### src/mpc_regs.vh
`ifndef MPC_REGS_VH
`define MPC_REGS_VH
// correction method encodings
`define MPC_CORR_NONE    2'b00
`define MPC_CORR_MANUAL  2'b01
`define MPC_CORR_DEADT   2'b10
`define MPC_CORR_HALF    2'b11
// generator defaults after reset
`define MPC_RST_PRESCALE 2'b00
`define MPC_RST_WIDTH    16'h0000
`define MPC_RST_MODULUS  16'h0001
// software output control of independent pins settles within this many clocks
`define MPC_SW_LAT_CYC   3
`endif

### src/mpc_core.v
`timescale 1ns/10ps
`include "mpc_regs.vh"

// How it works
// [RULE_01] current-sense low picks even width register, high picks odd one
// [RULE_02] method 10 samples sense in deadtime; 11 at half cycle or cycle end
// [RULE_03] sampled sense is buffered, applied only from next PWM period
// [RULE_04] first enable with automatic correction uses odd registers
// [RULE_05] top invert makes 0,2,4 active low; bottom invert makes 1,3,5 active low
// [RULE_06] independent mode: software enable drives channel from software level bit
// [RULE_07] complementary: even software bits feed deadtime, toggles insert deadtime
// [RULE_08] odd level set gives complement of even partner, clear keeps odd inactive
// [RULE_09] inversion still applies under software control, visible within 3 clocks
// [RULE_10] generator keeps running; software release takes effect at next cycle; only complementary pairs wait, independent pins release at the next clock
// [RULE_11] software control and deadtime work with generator disabled
// [RULE_12] load okay copies prescale, modulus, widths into buffers at reload
// [RULE_13] software sets load okay; hardware clears it after the load
// [RULE_14] reload rate field gates reloads to every Nth opportunity, N 1..16
// [RULE_15] center-aligned half bit adds mid-cycle opportunities at count equal modulus
// [RULE_16] modulus loaded at half cycle forces counter to modulus minus one
// [RULE_17] reload flag set at every opportunity; enable gates interrupt request
// [RULE_18] enabling sets reload flag; first enable with load okay loads at once
// [RULE_19] first enable without load okay loads divisor one and zero width
// [RULE_20] disable tri-states unless software control, clears counter, zero outputs
// [RULE_21] fault input one disables pins chosen by four mapping bits per pin
// [RULE_22] fault only masks pins, generator runs, detection active while disabled
// [RULE_23] method field: 00 none, 01 manual, 10 deadtime sampling, 11 half sampling
// [RULE_24] manual select bit per pair buffered, applied at each cycle end
// [RULE_25] deadtime input change holds both pair outputs inactive for programmed count
module mpc_core #(
  parameter DW = 16,
  parameter DTW = 8
) (
  input  wire          ref_clk,
  input  wire          sys_rst,
  input  wire          generator_enable,
  input  wire          complementary,
  input  wire          center_aligned,
  input  wire          half_reload,
  input  wire [1:0]    correction_method_select,
  input  wire [2:0]    manual_select_bit,
  input  wire [2:0]    current_sense_pin,
  input  wire          top_invert,
  input  wire          bottom_invert,
  input  wire [5:0]    sw_output_enable,
  input  wire [5:0]    sw_output_level,
  input  wire          load_okay_set,
  input  wire [3:0]    reload_rate_field,
  input  wire          reload_flag_clr,
  input  wire          reload_irq_enable,
  input  wire [1:0]    prescale_select,
  input  wire [DW-1:0] modulus_register,
  input  wire [6*DW-1:0] pulse_width_register,
  input  wire [DTW-1:0] deadtime_count,
  input  wire [3:0]    fault_in,
  input  wire [23:0]   fault_map,
  input  wire [5:0]    fault_pin_disable,
  output reg           load_okay,
  output reg           reload_flag,
  output reg           reload_irq,
  output reg  [5:0]    pwm_out,
  output reg  [5:0]    pwm_oe
);

  // ************************************************************
  // synchronise sense and fault pins
  // ************************************************************
  reg  [6:0] pin_s1;
  reg  [6:0] pin_s2;
  reg  [6:0] pin_s3;
  reg  [6:0] pin_q;
  wire [6:0] pin_raw = {fault_in, current_sense_pin};

  // three stages; a change counts once stages two and three agree
  always @(posedge ref_clk) begin
    if (sys_rst) begin
      pin_s1 <= 7'h00;
      pin_s2 <= 7'h00;
      pin_s3 <= 7'h00;
      pin_q  <= 7'h00;
    end else begin
      pin_s1 <= pin_raw;
      pin_s2 <= pin_s1;
      pin_s3 <= pin_s2;
      pin_q  <= (pin_s2 & pin_s3) | (pin_q & (pin_s2 | pin_s3));
    end
  end
  wire [2:0] sense = pin_q[2:0];
  wire [3:0] fault = pin_q[6:3];

  // ************************************************************
  // prescaler, counter and reload control
  // ************************************************************
  reg  [1:0]    buf_prescale_select;
  reg  [DW-1:0] buf_mod;
  reg  [6*DW-1:0] buf_val;
  reg  [6:0]    pre_cnt;
  reg  [DW-1:0] cnt;
  reg           cnt_down;
  reg  [3:0]    rate_cnt;
  reg           en_d;
  reg           enabled_once;
  wire [6:0]    pre_div = (7'h01 << (2 * buf_prescale_select)) - 7'h01;
  wire          tick = generator_enable && (pre_cnt >= pre_div);
  wire          at_mod = (cnt == buf_mod);
  wire          cyc_start = tick && (center_aligned ? (cnt_down && cnt <= 16'h0001) : at_mod);
  wire          half_pt = tick && center_aligned && !cnt_down && at_mod;
  wire          opp = cyc_start || (half_pt && half_reload); // [RULE_15]
  wire          en_rise = generator_enable && !en_d;
  wire          rate_hit = (rate_cnt == reload_rate_field); // [RULE_14]
  wire          do_load = (opp && rate_hit && load_okay) || (en_rise && load_okay);
  wire          first_blank = en_rise && !enabled_once && !load_okay;

  // counter clears and stops while disabled
  always @(posedge ref_clk) begin
    if (sys_rst || !generator_enable) begin // [RULE_20]
      pre_cnt  <= 7'h00;
      cnt      <= {DW{1'b0}};
      cnt_down <= 1'b0;
    end else if (do_load && half_pt) begin
      pre_cnt  <= 7'h00;
      cnt      <= modulus_register - 1'b1; // [RULE_16]
      cnt_down <= 1'b1;
    end else if (tick) begin
      pre_cnt <= 7'h00;
      if (center_aligned) begin
        if (!cnt_down && at_mod) begin
          cnt_down <= 1'b1;
          cnt      <= cnt - 1'b1;
        end else if (cnt_down && cnt <= 16'h0001) begin
          cnt_down <= 1'b0;
          cnt      <= cnt + 1'b1;
        end else begin
          cnt <= cnt_down ? cnt - 1'b1 : cnt + 1'b1;
        end
      end else begin
        cnt <= at_mod ? {DW{1'b0}} : cnt + 1'b1;
      end
    end else begin
      pre_cnt <= pre_cnt + 7'h01;
    end
  end

  // buffers, load okay, reload flag and rate divider
  always @(posedge ref_clk) begin
    if (sys_rst) begin
      buf_prescale_select     <= `MPC_RST_PRESCALE;
      buf_mod      <= `MPC_RST_MODULUS;
      buf_val      <= {6{`MPC_RST_WIDTH}};
      load_okay    <= 1'b0;
      reload_flag  <= 1'b0;
      reload_irq   <= 1'b0;
      rate_cnt     <= 4'h0;
      en_d         <= 1'b0;
      enabled_once <= 1'b0;
    end else begin
      en_d <= generator_enable;
      if (en_rise)
        enabled_once <= 1'b1;
      if (do_load) begin // [RULE_12]
        buf_prescale_select <= prescale_select;
        buf_mod  <= modulus_register;
        buf_val  <= pulse_width_register;
      end else if (first_blank) begin // [RULE_19]
        buf_prescale_select <= `MPC_RST_PRESCALE;
        buf_val  <= {6{`MPC_RST_WIDTH}};
      end
      // set wins over the hardware clear
      if (load_okay_set)
        load_okay <= 1'b1; // [RULE_13]
      else if (do_load)
        load_okay <= 1'b0; // [RULE_13]
      if (opp)
        rate_cnt <= rate_hit ? 4'h0 : rate_cnt + 4'h1;
      else if (en_rise)
        rate_cnt <= 4'h0;
      // flag kept while disabled; set wins over clear
      if (opp || en_rise)
        reload_flag <= 1'b1; // [RULE_17] [RULE_18]
      else if (reload_flag_clr)
        reload_flag <= 1'b0;
      reload_irq <= ((opp || en_rise) || (reload_flag && !reload_flag_clr))
                    && reload_irq_enable; // [RULE_17]
    end
  end

  // ************************************************************
  // per-pair correction, generator, deadtime and pins
  // ************************************************************
  // each pair drives its own slice of these three vectors
  wire [5:0] gen_out;
  wire [5:0] pin_pre;
  wire [5:0] pin_oe_pre;
  wire [5:0] fault_dis;
  wire       auto_corr = correction_method_select[1];
  genvar g;
  generate
    for (g = 0; g < 6; g = g + 1) begin : chan
      // pin is masked when any mapped enabled fault is high
      assign fault_dis[g] = |(fault_map[4*g+3:4*g] & fault & ~fault_pin_disable[3:0]); // [RULE_21]
    end
    for (g = 0; g < 3; g = g + 1) begin : pair
      reg           samp;
      reg           sel;
      reg           sw_sel;
      reg           dt_in;
      reg           dt_prev;
      reg [DTW-1:0] dt_cnt;
      reg [1:0]     gen_pr;
      reg [1:0]     pin_pr;
      reg [1:0]     oe_pr;
      wire [DW-1:0] w_even = buf_val[2*g*DW +: DW];
      wire [DW-1:0] w_odd  = buf_val[(2*g+1)*DW +: DW];
      wire [DW-1:0] width  = sel ? w_odd : w_even; // [RULE_01]
      wire          gen_a  = center_aligned ? (cnt >= buf_mod - ((width >> 1) & buf_mod))
                                            : (cnt < width);
      wire          sw_on  = sw_output_enable[2*g];
      wire          dt_src = sw_sel ? sw_output_level[2*g] : gen_out[2*g]; // [RULE_07]
      wire          in_dt  = (dt_cnt != {DTW{1'b0}});
      // one driver per slice keeps the shared vectors single-sourced
      assign gen_out[2*g+1:2*g]    = gen_pr;
      assign pin_pre[2*g+1:2*g]    = pin_pr;
      assign pin_oe_pre[2*g+1:2*g] = oe_pr;
      always @(posedge ref_clk) begin
        if (sys_rst) begin
          samp    <= 1'b1;
          sel     <= 1'b0;
          sw_sel  <= 1'b0;
          dt_in   <= 1'b0;
          dt_prev <= 1'b0;
          dt_cnt  <= {DTW{1'b0}};
        end else begin
          // sample the sense level per method
          if (correction_method_select == `MPC_CORR_DEADT && in_dt) // [RULE_02] [RULE_23]
            samp <= sense[g];
          else if (correction_method_select == `MPC_CORR_HALF &&
                   (center_aligned ? half_pt : cyc_start)) // [RULE_02]
            samp <= sense[g];
          // fresh enable: odd registers under automatic correction
          if (en_rise && auto_corr) begin
            samp <= 1'b1; // [RULE_04]
            sel  <= 1'b1; // [RULE_04]
          end else if (cyc_start) begin // [RULE_03] [RULE_24]
            case (correction_method_select)
              `MPC_CORR_NONE:   sel <= 1'b0;
              `MPC_CORR_MANUAL: sel <= manual_select_bit[g];
              default:          sel <= samp;
            endcase
          end
          // software takes over at once, releases at next cycle
          if (sw_on)
            sw_sel <= 1'b1; // [RULE_11]
          else if (cyc_start || !generator_enable)
            sw_sel <= 1'b0; // [RULE_10]
          dt_in   <= dt_src;
          dt_prev <= dt_in;
          if (dt_in != dt_prev)
            dt_cnt <= deadtime_count; // [RULE_25]
          else if (in_dt)
            dt_cnt <= dt_cnt - 1'b1;
        end
      end
      // generator output zero when disabled; keeps running otherwise
      always @(posedge ref_clk) begin
        if (sys_rst || !generator_enable)
          gen_pr <= 2'b00; // [RULE_20]
        else
          gen_pr <= {~gen_a, gen_a};
      end
      // pin selection: complementary with deadtime, or independent
      always @* begin
        if (complementary) begin
          pin_pr[0] = dt_prev && !in_dt;
          pin_pr[1] = !dt_prev && !in_dt &&
                      (!sw_sel || sw_output_level[2*g+1]); // [RULE_08]
        end else begin
          pin_pr[0] = sw_output_enable[2*g] ? sw_output_level[2*g]
                                            : gen_out[2*g]; // [RULE_06]
          pin_pr[1] = sw_output_enable[2*g+1] ? sw_output_level[2*g+1]
                                              : gen_out[2*g+1]; // [RULE_06]
        end
        // in pair mode the even enable governs both pins
        oe_pr[0] = generator_enable || sw_output_enable[2*g];
        oe_pr[1] = generator_enable ||
                   sw_output_enable[complementary ? 2*g : 2*g+1];
      end
    end
  endgenerate

  // registered pins: fault masks, then polarity
  always @(posedge ref_clk) begin
    if (sys_rst) begin
      pwm_out <= 6'h00;
      pwm_oe  <= 6'h00;
    end else begin
      pwm_out <= (pin_pre & ~fault_dis) ^
                 {bottom_invert, top_invert, bottom_invert, top_invert,
                  bottom_invert, top_invert}; // [RULE_05] [RULE_09] [RULE_22]
      pwm_oe  <= pin_oe_pre; // [RULE_20]
    end
  end

endmodule

### config.mk
export PLATFORM = sky130hd
export DESIGN_NAME = mpc_core
export DESIGN_NICKNAME = d
export VERILOG_FILES = /design/src/mpc_core.v
export VERILOG_INCLUDE_DIRS = /design/src
export SDC_FILE = /design/constraint.sdc
export NUM_CORES = 1
export LEC_CHECK = 0
export ABC_AREA = 0
export BUFFER_PORTS_ARGS = -buffer_cell sky130_fd_sc_hd__buf_4
export CAP_MARGIN = 10
export CORE_AREA = 2 2 155 157
export DETAILED_ROUTE_END_ITERATION = 8
export DIE_AREA = 0 0 157 159
export GPL_TIMING_DRIVEN = 0
export HOLD_SLACK_MARGIN = 0.02
export PLACE_DENSITY_LB_ADDON = 0.08
export SLEW_MARGIN = 15
export SYNTH_ARGS = -nofsm -noshare
export SYNTH_HDL_FRONTEND = slang
export SYNTH_SLANG_ARGS = --single-unit
### constraint.sdc
create_clock -name ref_clk -period 4.79 [get_ports ref_clk]
set_clock_uncertainty 0.2 [all_clocks]
set_input_delay 0.479 -clock ref_clk [delete_from_list [all_inputs] [get_ports ref_clk]]
set_output_delay 0.479 -clock ref_clk [all_outputs]
set_load 0.005 [all_outputs]
Yosys cells after proc, flatten, opt, wreduce, memory -nomap -nowiden:

Index checks and enable logic that the tools add are counted.

* register bits after elaboration: 232
* input bits: 191
* output and inout bits: 15
* word-level logic and storage cells: 268

* add/subtract/negate cells: 12
* magnitude comparators: 11
* equal/unequal tests: 8
* shift-type cells: 1
* muxes and demuxes: 80
* bitwise logic cells: 26
* reductions and logical operators: 91

Operators with widths (number)
* $mux 96: 2
* $mux 16: 10
* $and 15x16->16: 3
* $and 4x4->4: 12
* $ge 16x16->1: 3
* $lt 16x16->1: 3
* $mux 1: 48
* $mux 8: 6
* $sub 16x16->16: 3
* $reduce_bool 2->1: 16
* $sub 16x1->16 const B: 2
* $logic_and 1x1->1: 31
* $reduce_bool 8->1: 3
* $reduce_or 4->1: 6
* $sub 8x1->8 const B: 3
* $add 16x1->16 const B: 1
* $eq 16x16->1: 1
* $le 16x1->1 const B: 1
* $logic_not 1->1: 15
* $logic_or 1x1->1: 15
* $and 7x7->7: 2
* $or 7x7->7: 2
* $mux 4: 3
* $mux 2: 5
* 24 further kinds: 33

Logic depth before layout (Yosys ltp):

Gate-level depths: netlist of run 1.

* depth in word-level cells: 15
* gate-level depth with buffers: 17
* mapped depth without buffers: 16

Worst setup path before layout of run 1:

OpenSTA, ideal clock, no wires.

* path kind: reg2reg
* start point: register pair[1].sel
* end point: register pair[1].gen_pr[0]
* library setup time: 0.115 ns
* data arrival time: 3.421 ns
* required time: 4.475 ns
* setup slack: 1.055 ns
* cell stages (with the launch flop): 18
* path buffers: 1
* period minus slack after synthesis: 3.735 ns
* cells stage by stage: dfxtp_1 clkbuf_1 mux2i_1 nand2_1 ha_1 a21oi_1 nand4_1 nor2_1 and3_1 nand3_1 xnor2_1 ha_1 nand4_1 nor4_1 a2111oi_0 o31ai_1 a32o_1 and2_1

* word-level cells in the longest chain between the ends: 5
* elaborated cells on any way between the ends: 6
* classes of those cells: add/sub: 1; order compare: 2; mux: 2; bitwise: 1

Ends and longest elaborated chain
* start: declaration: line mpc_core.v:204 `reg sel;`
* start signal: assignment: line mpc_core.v:246 `` `MPC_CORR_MANUAL: sel <= manual_select_bit[g]; ``
* start signal: assignment: line mpc_core.v:247 `default: sel <= samp;`
* $mux 16 (*): line mpc_core.v:214 `wire [DW-1:0] width = sel ? w_odd : w_even;`
* $and 15x16->16: line mpc_core.v:215 `wire gen_a = center_aligned ? (cnt >= buf_mod - ((width >> 1) & buf_mod))`
* $sub 16x16->16: line mpc_core.v:215
* $ge 16x16->1: line mpc_core.v:215
* $mux 1 (*): line mpc_core.v:215
* end signal: assignment: line mpc_core.v:268 `gen_pr <= {~gen_a, gen_a};`
* end: declaration: line mpc_core.v:209 `reg [1:0] gen_pr;`

Mark *: on every way between the ends. The rest lies on a longest branch, timed or not.
A chain may end at the register's enable or synchronous reset.

Final worst setup path of run 1:

Ends and elaborated chain as after synthesis.

==> results of run 1 <==
## per-stage QoR
stage | util | std cells | total power (W)
floorplan | - | 1490 | 0.00321
global placement | 0.656 | 2010 | 0.00360
detailed placement | 0.656 | 2010 | 0.00364
CTS | 0.747 | 2177 | 0.00580
global route | 0.747 | 2176 | 0.00608
finish | 0.747 | 2176 | 0.00582
## sequential cells by signal, summed over array words and instances, names as in the netlist, 4 cells and up
register and flops:
pin_s1 7, pin_s3 7, cnt 16, pin_q 7, pair.gen_pr 6, pin_s2 7
pwm_out 6, pwm_oe 6, pair.dt_cnt 24, rate_cnt 4, buf_mod 16, buf_val 96
pre_cnt 7
## tightest hold or removal path: stages
cell	delay [ps]
sky130_fd_sc_hd__buf_4	110
sky130_fd_sc_hd__a21oi_1	60
sky130_fd_sc_hd__nor2_1	70
## cells by family (layout without fill, tap and decap cells)
| kind of cell | Yosys count | in the layout |
|---|---|---|
| adders and majority gates | 112 | 112 |
| AOI/OAI and AO/OA | 426 | 426 |
| buffers and inverters | 119 | 486 |
| xor gates and xnor gates | 85 | 85 |
| muxes | 70 | 70 |
| other | 1 | 4 |
| and+or+nand+nor | 442 | 442 |
| DFF | 232 | 232 |
## cells in the mapped netlist (6+ instances only)
| cell | instances | share of area |
|---|---|---|
| sky130_fd_sc_hd__dfxtp_1 | 232 | 0.35 |
| sky130_fd_sc_hd__ha_1 | 112 | 0.11 |
| sky130_fd_sc_hd__nand2_1 | 106 | 0.030 |
| sky130_fd_sc_hd__a22o_1 | 103 | 0.068 |
| sky130_fd_sc_hd__nor2_1 | 97 | 0.027 |
| sky130_fd_sc_hd__a21oi_1 | 88 | 0.033 |
| sky130_fd_sc_hd__mux2i_1 | 68 | 0.051 |
| sky130_fd_sc_hd__o21ai_0 | 67 | 0.025 |
| sky130_fd_sc_hd__nand3_1 | 58 | 0.022 |
| sky130_fd_sc_hd__xnor2_1 | 53 | 0.035 |
| sky130_fd_sc_hd__clkbuf_1 | 44 | 0.012 |
| sky130_fd_sc_hd__nor2b_1 | 44 | 0.021 |
| sky130_fd_sc_hd__inv_1 | 36 | 0.010 |
| sky130_fd_sc_hd__a21o_1 | 31 | 0.017 |
| sky130_fd_sc_hd__xor2_1 | 31 | 0.020 |
| sky130_fd_sc_hd__nor3_1 | 30 | 0.011 |
| sky130_fd_sc_hd__a22oi_1 | 28 | 0.016 |
| sky130_fd_sc_hd__a211oi_1 | 24 | 0.014 |
| sky130_fd_sc_hd__buf_2 | 23 | 0.0087 |
| sky130_fd_sc_hd__nand4_1 | 17 | 0.0080 |
| sky130_fd_sc_hd__nor4_1 | 16 | 0.0075 |
| sky130_fd_sc_hd__nand2b_1 | 13 | 0.0061 |
| sky130_fd_sc_hd__and3_1 | 12 | 0.0056 |
| sky130_fd_sc_hd__o21a_1 | 9 | 0.0051 |
| sky130_fd_sc_hd__and2_1 | 8 | 0.0038 |
| sky130_fd_sc_hd__or3_1 | 8 | 0.0038 |
| sky130_fd_sc_hd__a31oi_1 | 6 | 0.0028 |
| sky130_fd_sc_hd__a32o_1 | 6 | 0.0045 |
| sky130_fd_sc_hd__o22ai_1 | 6 | 0.0028 |
| sky130_fd_sc_hd__o31ai_1 | 6 | 0.0034 |
## power groups by stage
| stage | sequential [W] | combinational [W] | clock [W] |
|---|---|---|---|
| 2_1_floorplan | 0.00223 | 0.000974 | 0 |
| 3_3_place_gp | 0.00227 | 0.00133 | 0 |
| 3_5_place_dp | 0.00227 | 0.00137 | 0 |
| 4_1_cts | 0.00223 | 0.00146 | 0.00210 |
| 5_1_grt | 0.00226 | 0.00163 | 0.00218 |
| 6_report | 0.00224 | 0.00149 | 0.00210 |
## layer usage
metal / GRT usage / vias to the layer above
li1: - / 6210
met1: 0.425 / 6154
met2: 0.586 / 639
met3: 0.0569 / 132
met4: 0.114 / 0
met5: 0 / -
## repair_timing
action,CTS,global route
hold buffers,121,0
endpoints found under the setup margin,0,1
hold endpoints to repair,130,0
setup buffers,0,0
## worst max-delay path by stage
| stage | from | end | slack (ps) | depth (start not counted) |
|---|---|---|---|---|
| 3_3_place_gp | pair[1].sel | pair[1].gen_pr[0] | 370 | 17 |
| 5_1_grt | pair[2].sel | pair[2].gen_pr[0] | 120 | 15 |
| 2_1_floorplan | pair[1].sel | pair[1].gen_pr[0] | 1050 | 17 |
| 3_5_place_dp | pair[1].sel | pair[1].gen_pr[0] | 310 | 17 |
| 6_report | pair[1].sel | pair[1].gen_pr[0] | 320 | 16 |
| 4_1_cts | pair[1].sel | pair[1].gen_pr[0] | 250 | 17 |
## layout make-up
| class | count | area, sq um | area share |
|---|---|---|---|
| inverters | 38 | 143 | 0.00823 |
| multi-input cells | 1139 | 8140 | 0.470 |
| flip-flops and latches | 232 | 4640 | 0.268 |
| repair buffers | 322 | 2720 | 0.157 |
| plain buffers | 80 | 383 | 0.0221 |
| clock inverters | 13 | 179 | 0.0103 |
| clock buffers | 33 | 718 | 0.0415 |
| well taps | 319 | 399 | 0.0230 |
==> impl_summary.txt, run 1 <==
----------------------------------------------------
[Detailed routing]
  Highest metal layer used by the detailed router ... met4
  Detailed router's first-iteration violation count ... 1063
  Total Wirelength ... 43.6 mm
  WL met3 ... 3.65 mm
  Mean number of vias per cell ... 6.04
  DRT met1 WL ... 17.7 mm
  Met2 wire length ... 20.7 mm
  Remaining antenna violation count ... 0
  Average wire length per cell after detail routing ... 20.0 um
  DR pass1 iterations ... 6
  Via Count ... 13100
  DRC violations left ... 0

[Min path]
  Worst hold path depth ... 3
  HP Start ... deadtime_count[6]
  Sink of the worst hold path ... pair[0].dt_cnt[6]
  Hold WC Path Type ... in -> reg

[Worst setup path]
  Critical path data arrival time ... 4690 ps
  Category of the critical setup timing path ... reg -> reg
  Worst flop-to-flop path startpoint ... pair[1].sel
  Highest net fanout along the worst path ... 8
  Endpoint of the lowest-slack register-to-register path ... pair[1].gen_pr[0]
  Critical Path, Cell by Cell ... mux2i_1 > nand2_1 > ha_1 > a21oi_1 > nand4_1 > nor2_1 > and3_1 > nand3_1 > xnor2_1 > ha_1 > nand4_1 > nor4_1 > a2111oi_0 > o31ai_1 > a32o_1 > and2_1
  Total buffers and inverters traversed by the critical path ... 0
  Nature of the critical path startpoint ... flip-flop
  Worst-case register-to-register setup slack ... 320 ps
  Largest stage delay on the critical path ... 740 ps
  Slowest cell on the critical path ... sky130_fd_sc_hd__dfxtp_1
  Delay-heaviest family, CP ... compound AO/OA/AOI/OAI gates
  Count of cells along the worst register-to-register path ... 16
  Data required time at the worst endpoint ... 5020 ps
  Nature of the critical path endpoint ... flip-flop

[STA]
  Minimum period implied by the final worst setup slack ... 4470 ps
  Number of slew-limit violations in the final report ... 0
  F_max ... 224 MHz
  Total setup violations reported at the end of the flow ... 0
  Setup repair after global routing missed its margin ... false
  Final setup slack of the worst path ... 325 ps
  Final hold vios ... 0
  Worst rel slew slack ... 0.230
  Final Hold Slack ... 27.4 ps
  Actual slew at the worst max-slew pin ... 1150 ps
  Setup_tns ... 0 ps
  Part of the cycle the worst path needs ... 0.932

[Floorplan]
  CORE AREA ... 23200 sq um
  Effective utilization at floorplan ... 0.573
  Number of standard-cell rows in the floorplan ... 56
  I/O pin cnt ... 206
  Die height ... 159 um
  Die W ... 157 um
  Die Footprint ... 25000 sq um

[Clock tree]
  Clock net sink count ... 232
  Number of buffers on the longest clock path ... 3
  TritonCTS clock tree ... built
  # H-tree levels ... 1
  Clock insertion delay at the later pin of the skew report ... 530 ps
  Count of instances resized after the clock tree is built ... 0
  Clock Pin Slew Worst Setup and Hold Paths ... 60 ps
  Total CTS buffers ... 27
  Cell at the root of the clock tree ... sky130_fd_sc_hd__clkbuf_16

[Pwr]
  Maximum vdd ir drop ... 0.298 mV
  Areal power density over the cells ... 336 nW/um^2
  Switch Pwr ... 0.00175 W
  Internal ... 0.00407 W
  Part of the power in the clock network ... 0.360
  Sequential group share of total power ... 0.385
  Leakage dissipation ... 7.33 nW
  Switching share of total power ... 0.301
  Combinational cell fraction of total power ... 0.255

[Synthesis]
  Compound-cell area share of the yosys netlist ... 0.227
  Cell area after synthesis ... 13300 sq um
  Largest family of logic cells by synthesized area ... compound AO/OA/AOI/OAI gates
  EDFF count, synth ... 0
  Most common flop cell mapped by yosys ... sky130_fd_sc_hd__dfxtp_1
  Syn Inst Count ... 1487
  Area share of fa/ha/maj cells after synthesis ... 0.105
  Mean Syn Cell Area ... 8.94 sq um
  Sequential share of the synthesized area ... 0.349
  Register bit total from synthesis ... 232
  Fraction of synthesized cell area in xor and xnor cells ... 0.0565
  Count of warnings emitted by yosys ... 0
  Post-Synth Simple-Gate Area ... 0.169
  Number of unique standard cell types used by synthesis ... 81
  Share of synthesized area spent on multiplexers ... 0.0529
  Share of async-settable or async-resettable flops after synthesis ... 0

[Final layout]
  Layout cell share with drive strength beyond 1 ... 0.162
  Most common cell after layout, fill and taps aside ... sky130_fd_sc_hd__dfxtp_1
  Area growth syn-to-layout ... 30.3%
  Count of antenna diodes in the layout ... 0
  Final instance area ... 17300 sq um
  Final Net Count ... 2143
  Commonest cells after routing, fill and taps aside ... sky130_fd_sc_hd__dfxtp_1 (232), sky130_fd_sc_hd__buf_4 (205), sky130_fd_sc_hd__dlygate4sd3_1 (121)
  Filler Cell Count ... 1715

[Place]
  RD Place Congestion ... 0.995
  Setup slack after placement ... 314 ps
  Detailed placer's ending HPWL ... 30.7 mm
  Number of buffer cells added on primary ports ... 201
  Cell area after placement ... 15200 sq um

[Global route]
  Number of antenna violations at the first check in global routing ... 0
  Total routing resource utilization after global routing ... 0.339
  Wire length of the first global-routing pass ... 67.4 mm
  Pin count of the biggest net entering global routing ... 14
  Number of global-route vias before repair ... 12800
  Overall overflow remaining after global route ... 0

[Status]
  Run status ... finished clean

[Flow run]
  Maximum capacitance violations ... 0

----------------------------------------------------
(Power assumes the default switching activity.)
==> run 2: changes to the inputs <==
==> constraint.sdc (replaced) <==
create_clock -name ref_clk -period 5.13 [get_ports ref_clk]
set_clock_uncertainty 0.2 [all_clocks]
set_input_delay 0.513 -clock ref_clk [delete_from_list [all_inputs] [get_ports ref_clk]]
set_output_delay 0.513 -clock ref_clk [all_outputs]
set_load 0.005 [all_outputs]
==> run 2 against run 1 <==
Net effect:
- register-to-register slack better by 180 ps
- combinational power is 7% lower
- first-iteration DRC count is 4.0% lower
==> impl_summary.txt, run 2 (synthesis results as in run 1) <==
----------------------------------------------------
[Clock tree]
  Clock net sink count ... 232 (unchanged)
  TritonCTS clock tree ... built
  Total CTS buffers ... 27 (unchanged)
  # H-tree levels ... 1 (unchanged)
  Cell at the root of the clock tree ... sky130_fd_sc_hd__clkbuf_16
  Hold buffer count at CTS ... 107 (-12%)
  Clock Pin Slew Worst Setup and Hold Paths ... 60 ps (about the same)
  Setup Buffers After CTS ... 0 (unchanged)
  Number of buffers on the longest clock path ... 3 (unchanged)
  Clock insertion delay at the later pin of the skew report ... 530 ps (about the same)
  Count of instances resized after the clock tree is built ... 0 (unchanged)

[Detailed routing]
  DR pass1 iterations ... 5 (-1)
  Total Wirelength ... 43.3 mm (-0.78%)
  Detailed router's first-iteration violation count ... 1021 (-4.0%)
  Average wire length per cell after detail routing ... 20.0 um (-0.18%)
  Mean number of vias per cell ... 5.99 (-0.79%)
  Via Count ... 13000 (-1.4%)
  DRC violations left ... 0 (unchanged)
  Remaining antenna violation count ... 0 (unchanged)

[Final layout]
  Area growth syn-to-layout ... 29.2%
  Area taken by multi-input logic gates ... 8140 sq um (unchanged)
  Max reg flops ... 96 (unchanged)
  Core utilization of the finished layout ... 0.741 (-0.00588)
  Largest register by flop count ... buf_val
  FF+latch area ... 4640 sq um (unchanged)
  Filler Cell Count ... 1737 (+1.3%)
  Most common cell after layout, fill and taps aside ... sky130_fd_sc_hd__dfxtp_1
  Count of antenna diodes in the layout ... 0 (unchanged)
  Largest registers ... buf_val x96, pair.dt_cnt x24
  Layout cell share with drive strength beyond 1 ... 0.163 (+0.00114)
  Commonest cells after routing, fill and taps aside ... sky130_fd_sc_hd__dfxtp_1 (232), sky130_fd_sc_hd__buf_4 (205), sky130_fd_sc_hd__ha_1 (112)
  Final Net Count ... 2130 (-0.61%)

[Worst setup path]
  Critical path data arrival time ... 4850 ps (+160 ps)
  Highest net fanout along the worst path ... 8 (unchanged)
  Worst-case register-to-register setup slack ... 510 ps (+180 ps)
  Nature of the critical path startpoint ... flip-flop
  Data required time at the worst endpoint ... 5360 ps (+340 ps)
  Count of cells along the worst register-to-register path ... 17 (+1)
  Category of the critical setup timing path ... reg -> reg
  Nature of the critical path endpoint ... flip-flop
  Endpoint of the lowest-slack register-to-register path ... pair[1].gen_pr[0]
  Worst flop-to-flop path startpoint ... pair[1].sel

[Min path]
  Worst hold path depth ... 2 (-1)
  Hold WC Path Type ... in -> reg
  HP Start ... fault_in[3]
  Sink of the worst hold path ... pin_s1[6]

[STA]
  Setup_tns ... 0 ps (unchanged)
  Part of the cycle the worst path needs ... 0.901 (-0.0308)
  F_max ... 216 MHz (-3.4%)
  Minimum period implied by the final worst setup slack ... 4620 ps (+159 ps)
  Total setup violations reported at the end of the flow ... 0 (unchanged)
  Worst rel slew slack ... 0.227 (-0.00272)
  Final Hold Slack ... 31.5 ps (+4.11 ps)
  Actual slew at the worst max-slew pin ... 1150 ps (+4.05 ps)
  Final setup slack of the worst path ... 506 ps (+181 ps)
  Number of slew-limit violations in the final report ... 0 (unchanged)
  Final hold vios ... 0 (unchanged)
  Setup repair after global routing missed its margin ... false

[Pwr]
  Maximum vdd ir drop ... 0.278 mV (-6.6%)
  Areal power density over the cells ... 316 nW/um^2 (-6.1%)
  Leakage dissipation ... 7.28 nW (-0.78%)

[Floorplan]
  I/O pin cnt ... 206 (unchanged)
  Die height ... 159 um (unchanged)
  Die Footprint ... 25000 sq um (unchanged)
  Effective utilization at floorplan ... 0.573 (unchanged)
  CORE AREA ... 23200 sq um (unchanged)
  Number of standard-cell rows in the floorplan ... 56 (unchanged)
  Die W ... 157 um (unchanged)

[Global route]
  Number of global-route vias before repair ... 12700 (-0.60%)
  Total routing resource utilization after global routing ... 0.337 (-0.00176)
  Overall overflow remaining after global route ... 0 (unchanged)
  Number of antenna violations at the first check in global routing ... 0 (unchanged)
  Pin count of the biggest net entering global routing ... 14 (unchanged)
  Wire length of the first global-routing pass ... 67.0 mm (-0.47%)

[Place]
  Detailed placer's ending HPWL ... 30.7 mm (unchanged)
  Number of buffer cells added on primary ports ... 201 (unchanged)
  Setup slack after placement ... 654 ps (+340 ps)
  RD Place Congestion ... 0.995 (unchanged)

[Status]
  Run status ... finished clean

[Flow run]
  Maximum capacitance violations ... 0 (unchanged)

----------------------------------------------------
## run 2: cell types whose count changed in the layout (fill, tap and decap cells not counted)
cell | previous run | this run
sky130_fd_sc_hd__dlygate4sd3_1 | 121 | 107
sky130_fd_sc_hd__clkbuf_1 | 47 | 48
## run 2: power breakdown
| part | internal [W] | total [W] | switching [W] |
|---|---|---|---|
| clock | 0.00119 | 0.00196 | 0.000769 |
| combinational | 0.000651 | 0.00138 | 0.000725 |
| sequential | 0.00196 | 0.00209 | 0.000136 |
| total | 0.00380 | 0.00543 | 0.00163 |
## run 2: worst max path at each step
stage | startpoint | endpoint | slack, ps | depth (start not counted)
CTS | pair[1].sel | pair[1].gen_pr[0] | 590 | 17
finish | pair[1].sel | pair[1].gen_pr[0] | 510 | 17
global placement | pair[1].sel | pair[1].gen_pr[0] | 710 | 17
detailed placement | pair[1].sel | pair[1].gen_pr[0] | 650 | 17
global route | pair[1].sel | pair[1].gen_pr[0] | 270 | 17
floorplan | pair[1].sel | pair[1].gen_pr[0] | 1390 | 17
## run 2: cell type report
cell class                      count  area share
Inverter                           38     0.00830
Sequential cell                   232       0.270
Clock buffer                       33      0.0418
Timing Repair Buffer              308       0.150
Buffer                             81      0.0225
Clock inverter                     13      0.0104
Tap cell                          319      0.0232
Multi-Input combinational cell   1139       0.473
## run 2: routing by layer
layer	track usage	vias to the layer above	wire, um
li1	-	6192	-
met1	0.423	6043	17600
met2	0.583	601	20500
met3	0.0572	118	3540
met4	0.114	0	1560
met5	0	-	0
## run 2: worst max-delay path, stage by stage (launching register included)
cell	delay, ps
sky130_fd_sc_hd__dfxtp_1	380
sky130_fd_sc_hd__clkbuf_1	520
sky130_fd_sc_hd__mux2i_1	440
sky130_fd_sc_hd__nand2_1	100
sky130_fd_sc_hd__ha_1	200
sky130_fd_sc_hd__a21oi_1	280
sky130_fd_sc_hd__nand4_1	230
sky130_fd_sc_hd__nor2_1	200
sky130_fd_sc_hd__and3_1	210
sky130_fd_sc_hd__nand3_1	90
sky130_fd_sc_hd__xnor2_1	140
sky130_fd_sc_hd__ha_1	310
sky130_fd_sc_hd__nand4_1	100
sky130_fd_sc_hd__nor4_1	60
sky130_fd_sc_hd__a2111oi_0	450
sky130_fd_sc_hd__o31ai_1	140
sky130_fd_sc_hd__a32o_1	290
sky130_fd_sc_hd__and2_1	170
## run 2: through the flow
| step | area (sq um) | std cells | total power, W |
|---|---|---|---|
| after global routing | 17200 | 2163 | 0.00566 |
| after floorplan | 13300 | 1490 | 0.00300 |
| after detailed placement | 15200 | 2010 | 0.00340 |
| after CTS | 17200 | 2163 | 0.00541 |
| after global placement | 15200 | 2010 | 0.00336 |
| final | 17200 | 2163 | 0.00543 |
==> run 3: changes to the inputs <==
--- a/config.mk
+++ b/config.mk
@@ -15,6 +15,7 @@
 export GPL_TIMING_DRIVEN = 0
 export HOLD_SLACK_MARGIN = 0.02
 export PLACE_DENSITY_LB_ADDON = 0.08
+export RECOVER_POWER = 100
 export SLEW_MARGIN = 15
 export SYNTH_ARGS = -nofsm -noshare
 export SYNTH_HDL_FRONTEND = slang
==> run 3 against run 2 <==
Net effect:
- flip-flop and latch count unchanged
- die area unchanged
- combinational power about the same
- critical path depth down 7
- largest cell class unchanged
- the flow now finishes with violations (max-capacitance violations, max-slew violations)
- power is 0.30% lower
- critical path type unchanged
==> impl_summary.txt, run 3 (synthesis results as in run 1) <==
----------------------------------------------------
[Status]
  Run status ... finished with violations
  Violations in the final reports ... max-capacitance violations, max-slew violations

[STA]
  Part of the cycle the worst path needs ... 0.936 (+0.0342)
  Setup repair after global routing missed its margin ... false
  Minimum period implied by the final worst setup slack ... 4800 ps (+176 ps)
  F_max ... 208 MHz (-3.7%)
  Total setup violations reported at the end of the flow ... 0 (unchanged)
  Worst rel slew slack ... -0.255 (-0.482)
  Final hold vios ... 0 (unchanged)
  Final Hold Slack ... 34.2 ps (+2.68 ps)
  Setup_tns ... 0 ps (unchanged)
  Final setup slack of the worst path ... 330 ps (-176 ps)
  Number of slew-limit violations in the final report ... 11 (+11)
  Actual slew at the worst max-slew pin ... 1870 ps (+716 ps)

[Final layout]
  Largest registers ... buf_val x96, pair.dt_cnt x24
  Final instance area ... 17100 sq um (-0.35%)
  Max reg flops ... 96 (unchanged)
  Largest register by flop count ... buf_val
  Final Net Count ... 2130 (unchanged)
  Filler Cell Count ... 1758 (+1.2%)
  Layout cell share with drive strength beyond 1 ... 0.152 (-0.0103)
  Area growth syn-to-layout ... 28.8%
  Commonest cells after routing, fill and taps aside ... sky130_fd_sc_hd__dfxtp_1 (232), sky130_fd_sc_hd__buf_4 (190), sky130_fd_sc_hd__ha_1 (112)
  Most common cell after layout, fill and taps aside ... sky130_fd_sc_hd__dfxtp_1
  Count of antenna diodes in the layout ... 0 (unchanged)

[Floorplan]
  Die W ... 157 um (unchanged)
  Die height ... 159 um (unchanged)
  Effective utilization at floorplan ... 0.573 (unchanged)
  Number of standard-cell rows in the floorplan ... 56 (unchanged)
  I/O pin cnt ... 206 (unchanged)
  Die Footprint ... 25000 sq um (unchanged)
  CORE AREA ... 23200 sq um (unchanged)

[Global route]
  Number of antenna violations at the first check in global routing ... 0 (unchanged)
  Wire length of the first global-routing pass ... 67.0 mm (unchanged)
  Overall overflow remaining after global route ... 0 (unchanged)
  Number of global-route vias before repair ... 12700 (unchanged)
  Total routing resource utilization after global routing ... 0.337 (unchanged)
  Pin count of the biggest net entering global routing ... 14 (unchanged)

[Detailed routing]
  Via Count ... 13000 (+0.69%)
  Total Wirelength ... 43.3 mm (+0.14%)
  Detailed router's first-iteration violation count ... 1015 (-0.59%)
  Average wire length per cell after detail routing ... 20.0 um (+0.14%)
  Mean number of vias per cell ... 6.03 (+0.69%)
  DRC violations left ... 0 (unchanged)
  DR pass1 iterations ... 6 (+1)
  Remaining antenna violation count ... 0 (unchanged)

[Place]
  Cell area after placement ... 15200 sq um (unchanged)
  Setup slack after placement ... 654 ps (unchanged)
  Number of buffer cells added on primary ports ... 201 (unchanged)
  Detailed placer's ending HPWL ... 30.7 mm (unchanged)
  RD Place Congestion ... 0.995 (unchanged)

[Worst setup path]
  Worst-case register-to-register setup slack ... 330 ps (-180 ps)
  Nature of the critical path endpoint ... flip-flop
  Slowest cell on the critical path ... sky130_fd_sc_hd__nor4_1
  Category of the critical setup timing path ... reg -> reg
  Worst flop-to-flop path startpoint ... cnt[13]
  Critical Path, Cell by Cell ... clkbuf_1 > xnor2_1 > nand4_1 > nor4_1 > a21o_1 > a31oi_1 > nor3_2 > buf_4 > buf_4 > a22o_1
  Critical path data arrival time ... 5070 ps (+220 ps)
  Largest stage delay on the critical path ... 1030 ps (+510 ps)
  Endpoint of the lowest-slack register-to-register path ... buf_val[89]
  Data required time at the worst endpoint ... 5400 ps (+40 ps)
  Count of cells along the worst register-to-register path ... 10 (-7)
  Most frequent cell on the critical path ... sky130_fd_sc_hd__buf_4
  Nature of the critical path startpoint ... flip-flop
  Highest net fanout along the worst path ... 10 (+2)

[Clock tree]
  Clock Pin Slew Worst Setup and Hold Paths ... 60 ps (about the same)
  Total CTS buffers ... 27 (unchanged)
  Hold buffer count at CTS ... 107 (unchanged)
  Clock insertion delay at the later pin of the skew report ... 530 ps (about the same)
  Cell at the root of the clock tree ... sky130_fd_sc_hd__clkbuf_16
  Setup Buffers After CTS ... 0 (unchanged)
  TritonCTS clock tree ... built
  Count of instances resized after the clock tree is built ... 0 (unchanged)
  Clock net sink count ... 232 (unchanged)
  # H-tree levels ... 1 (unchanged)
  Number of buffers on the longest clock path ... 3 (unchanged)

[Min path]
  Worst hold path depth ... 2 (unchanged)
  Hold WC Path Type ... in -> reg
  Sink of the worst hold path ... pin_s1[6]
  HP Start ... fault_in[3]

[Pwr]
  Maximum vdd ir drop ... 0.278 mV (-0.15%)
  Leakage dissipation ... 7.21 nW (-0.92%)
  Areal power density over the cells ... 316 nW/um^2 (about the same)

[Flow run]
  Maximum capacitance violations ... 1 (+1)

----------------------------------------------------
[run 3: worst max path at each step]
stage / end / cells after the start / startpoint
finish: buf_val[89] / 10 / cnt[13]
CTS: pair[1].gen_pr[0] / 17 / pair[1].sel
global route: buf_val[83] / 12 / cnt[0]
floorplan: pair[1].gen_pr[0] / 17 / pair[1].sel
detailed placement: pair[1].gen_pr[0] / 17 / pair[1].sel
global placement: pair[1].gen_pr[0] / 17 / pair[1].sel
[run 3: where the power goes]
group / switching, W / internal, W
clock network: 0.000767 / 0.00119
registers: 0.000133 / 0.00196
logic: 0.000720 / 0.000645
[run 3: cell type report]
| cell class | count | area [sq um] | share of cell area |
|---|---|---|---|
| clock inverter | 13 | 179 | 0.0104 |
| clock buffer | 33 | 718 | 0.0419 |
| inverter | 38 | 143 | 0.00833 |
| timing repair buffer | 308 | 2570 | 0.150 |
| sequential | 232 | 4640 | 0.271 |
| buffer | 81 | 374 | 0.0218 |
| multi-input combinational | 1139 | 8100 | 0.473 |
| tap | 319 | 399 | 0.0233 |
[run 3: worst max-delay path: cells and delay by family, from the launching register on]
| kind | cells | cell delay (ps) |
|---|---|---|
| simple gates | 3 | 1940 |
| compound gates | 3 | 770 |
| buf+inv | 3 | 970 |
| xor+xnor | 1 | 180 |
| flops | 1 | 680 |
[run 3: through the flow]
step	std cells	total power, W	utilization
floorplan	1490	0.00300	-
global placement	2010	0.00336	0.656
detailed placement	2010	0.00340	0.656
CTS	2163	0.00541	0.741
global route	2163	0.00565	0.739
finish	2163	0.00541	0.739
[run 3: layer usage]
layer | wire (um) | global-route usage
met5 | 0 | 0
met4 | 1670 | 0.114
met3 | 3700 | 0.0572
met2 | 20400 | 0.583
met1 | 17500 | 0.423
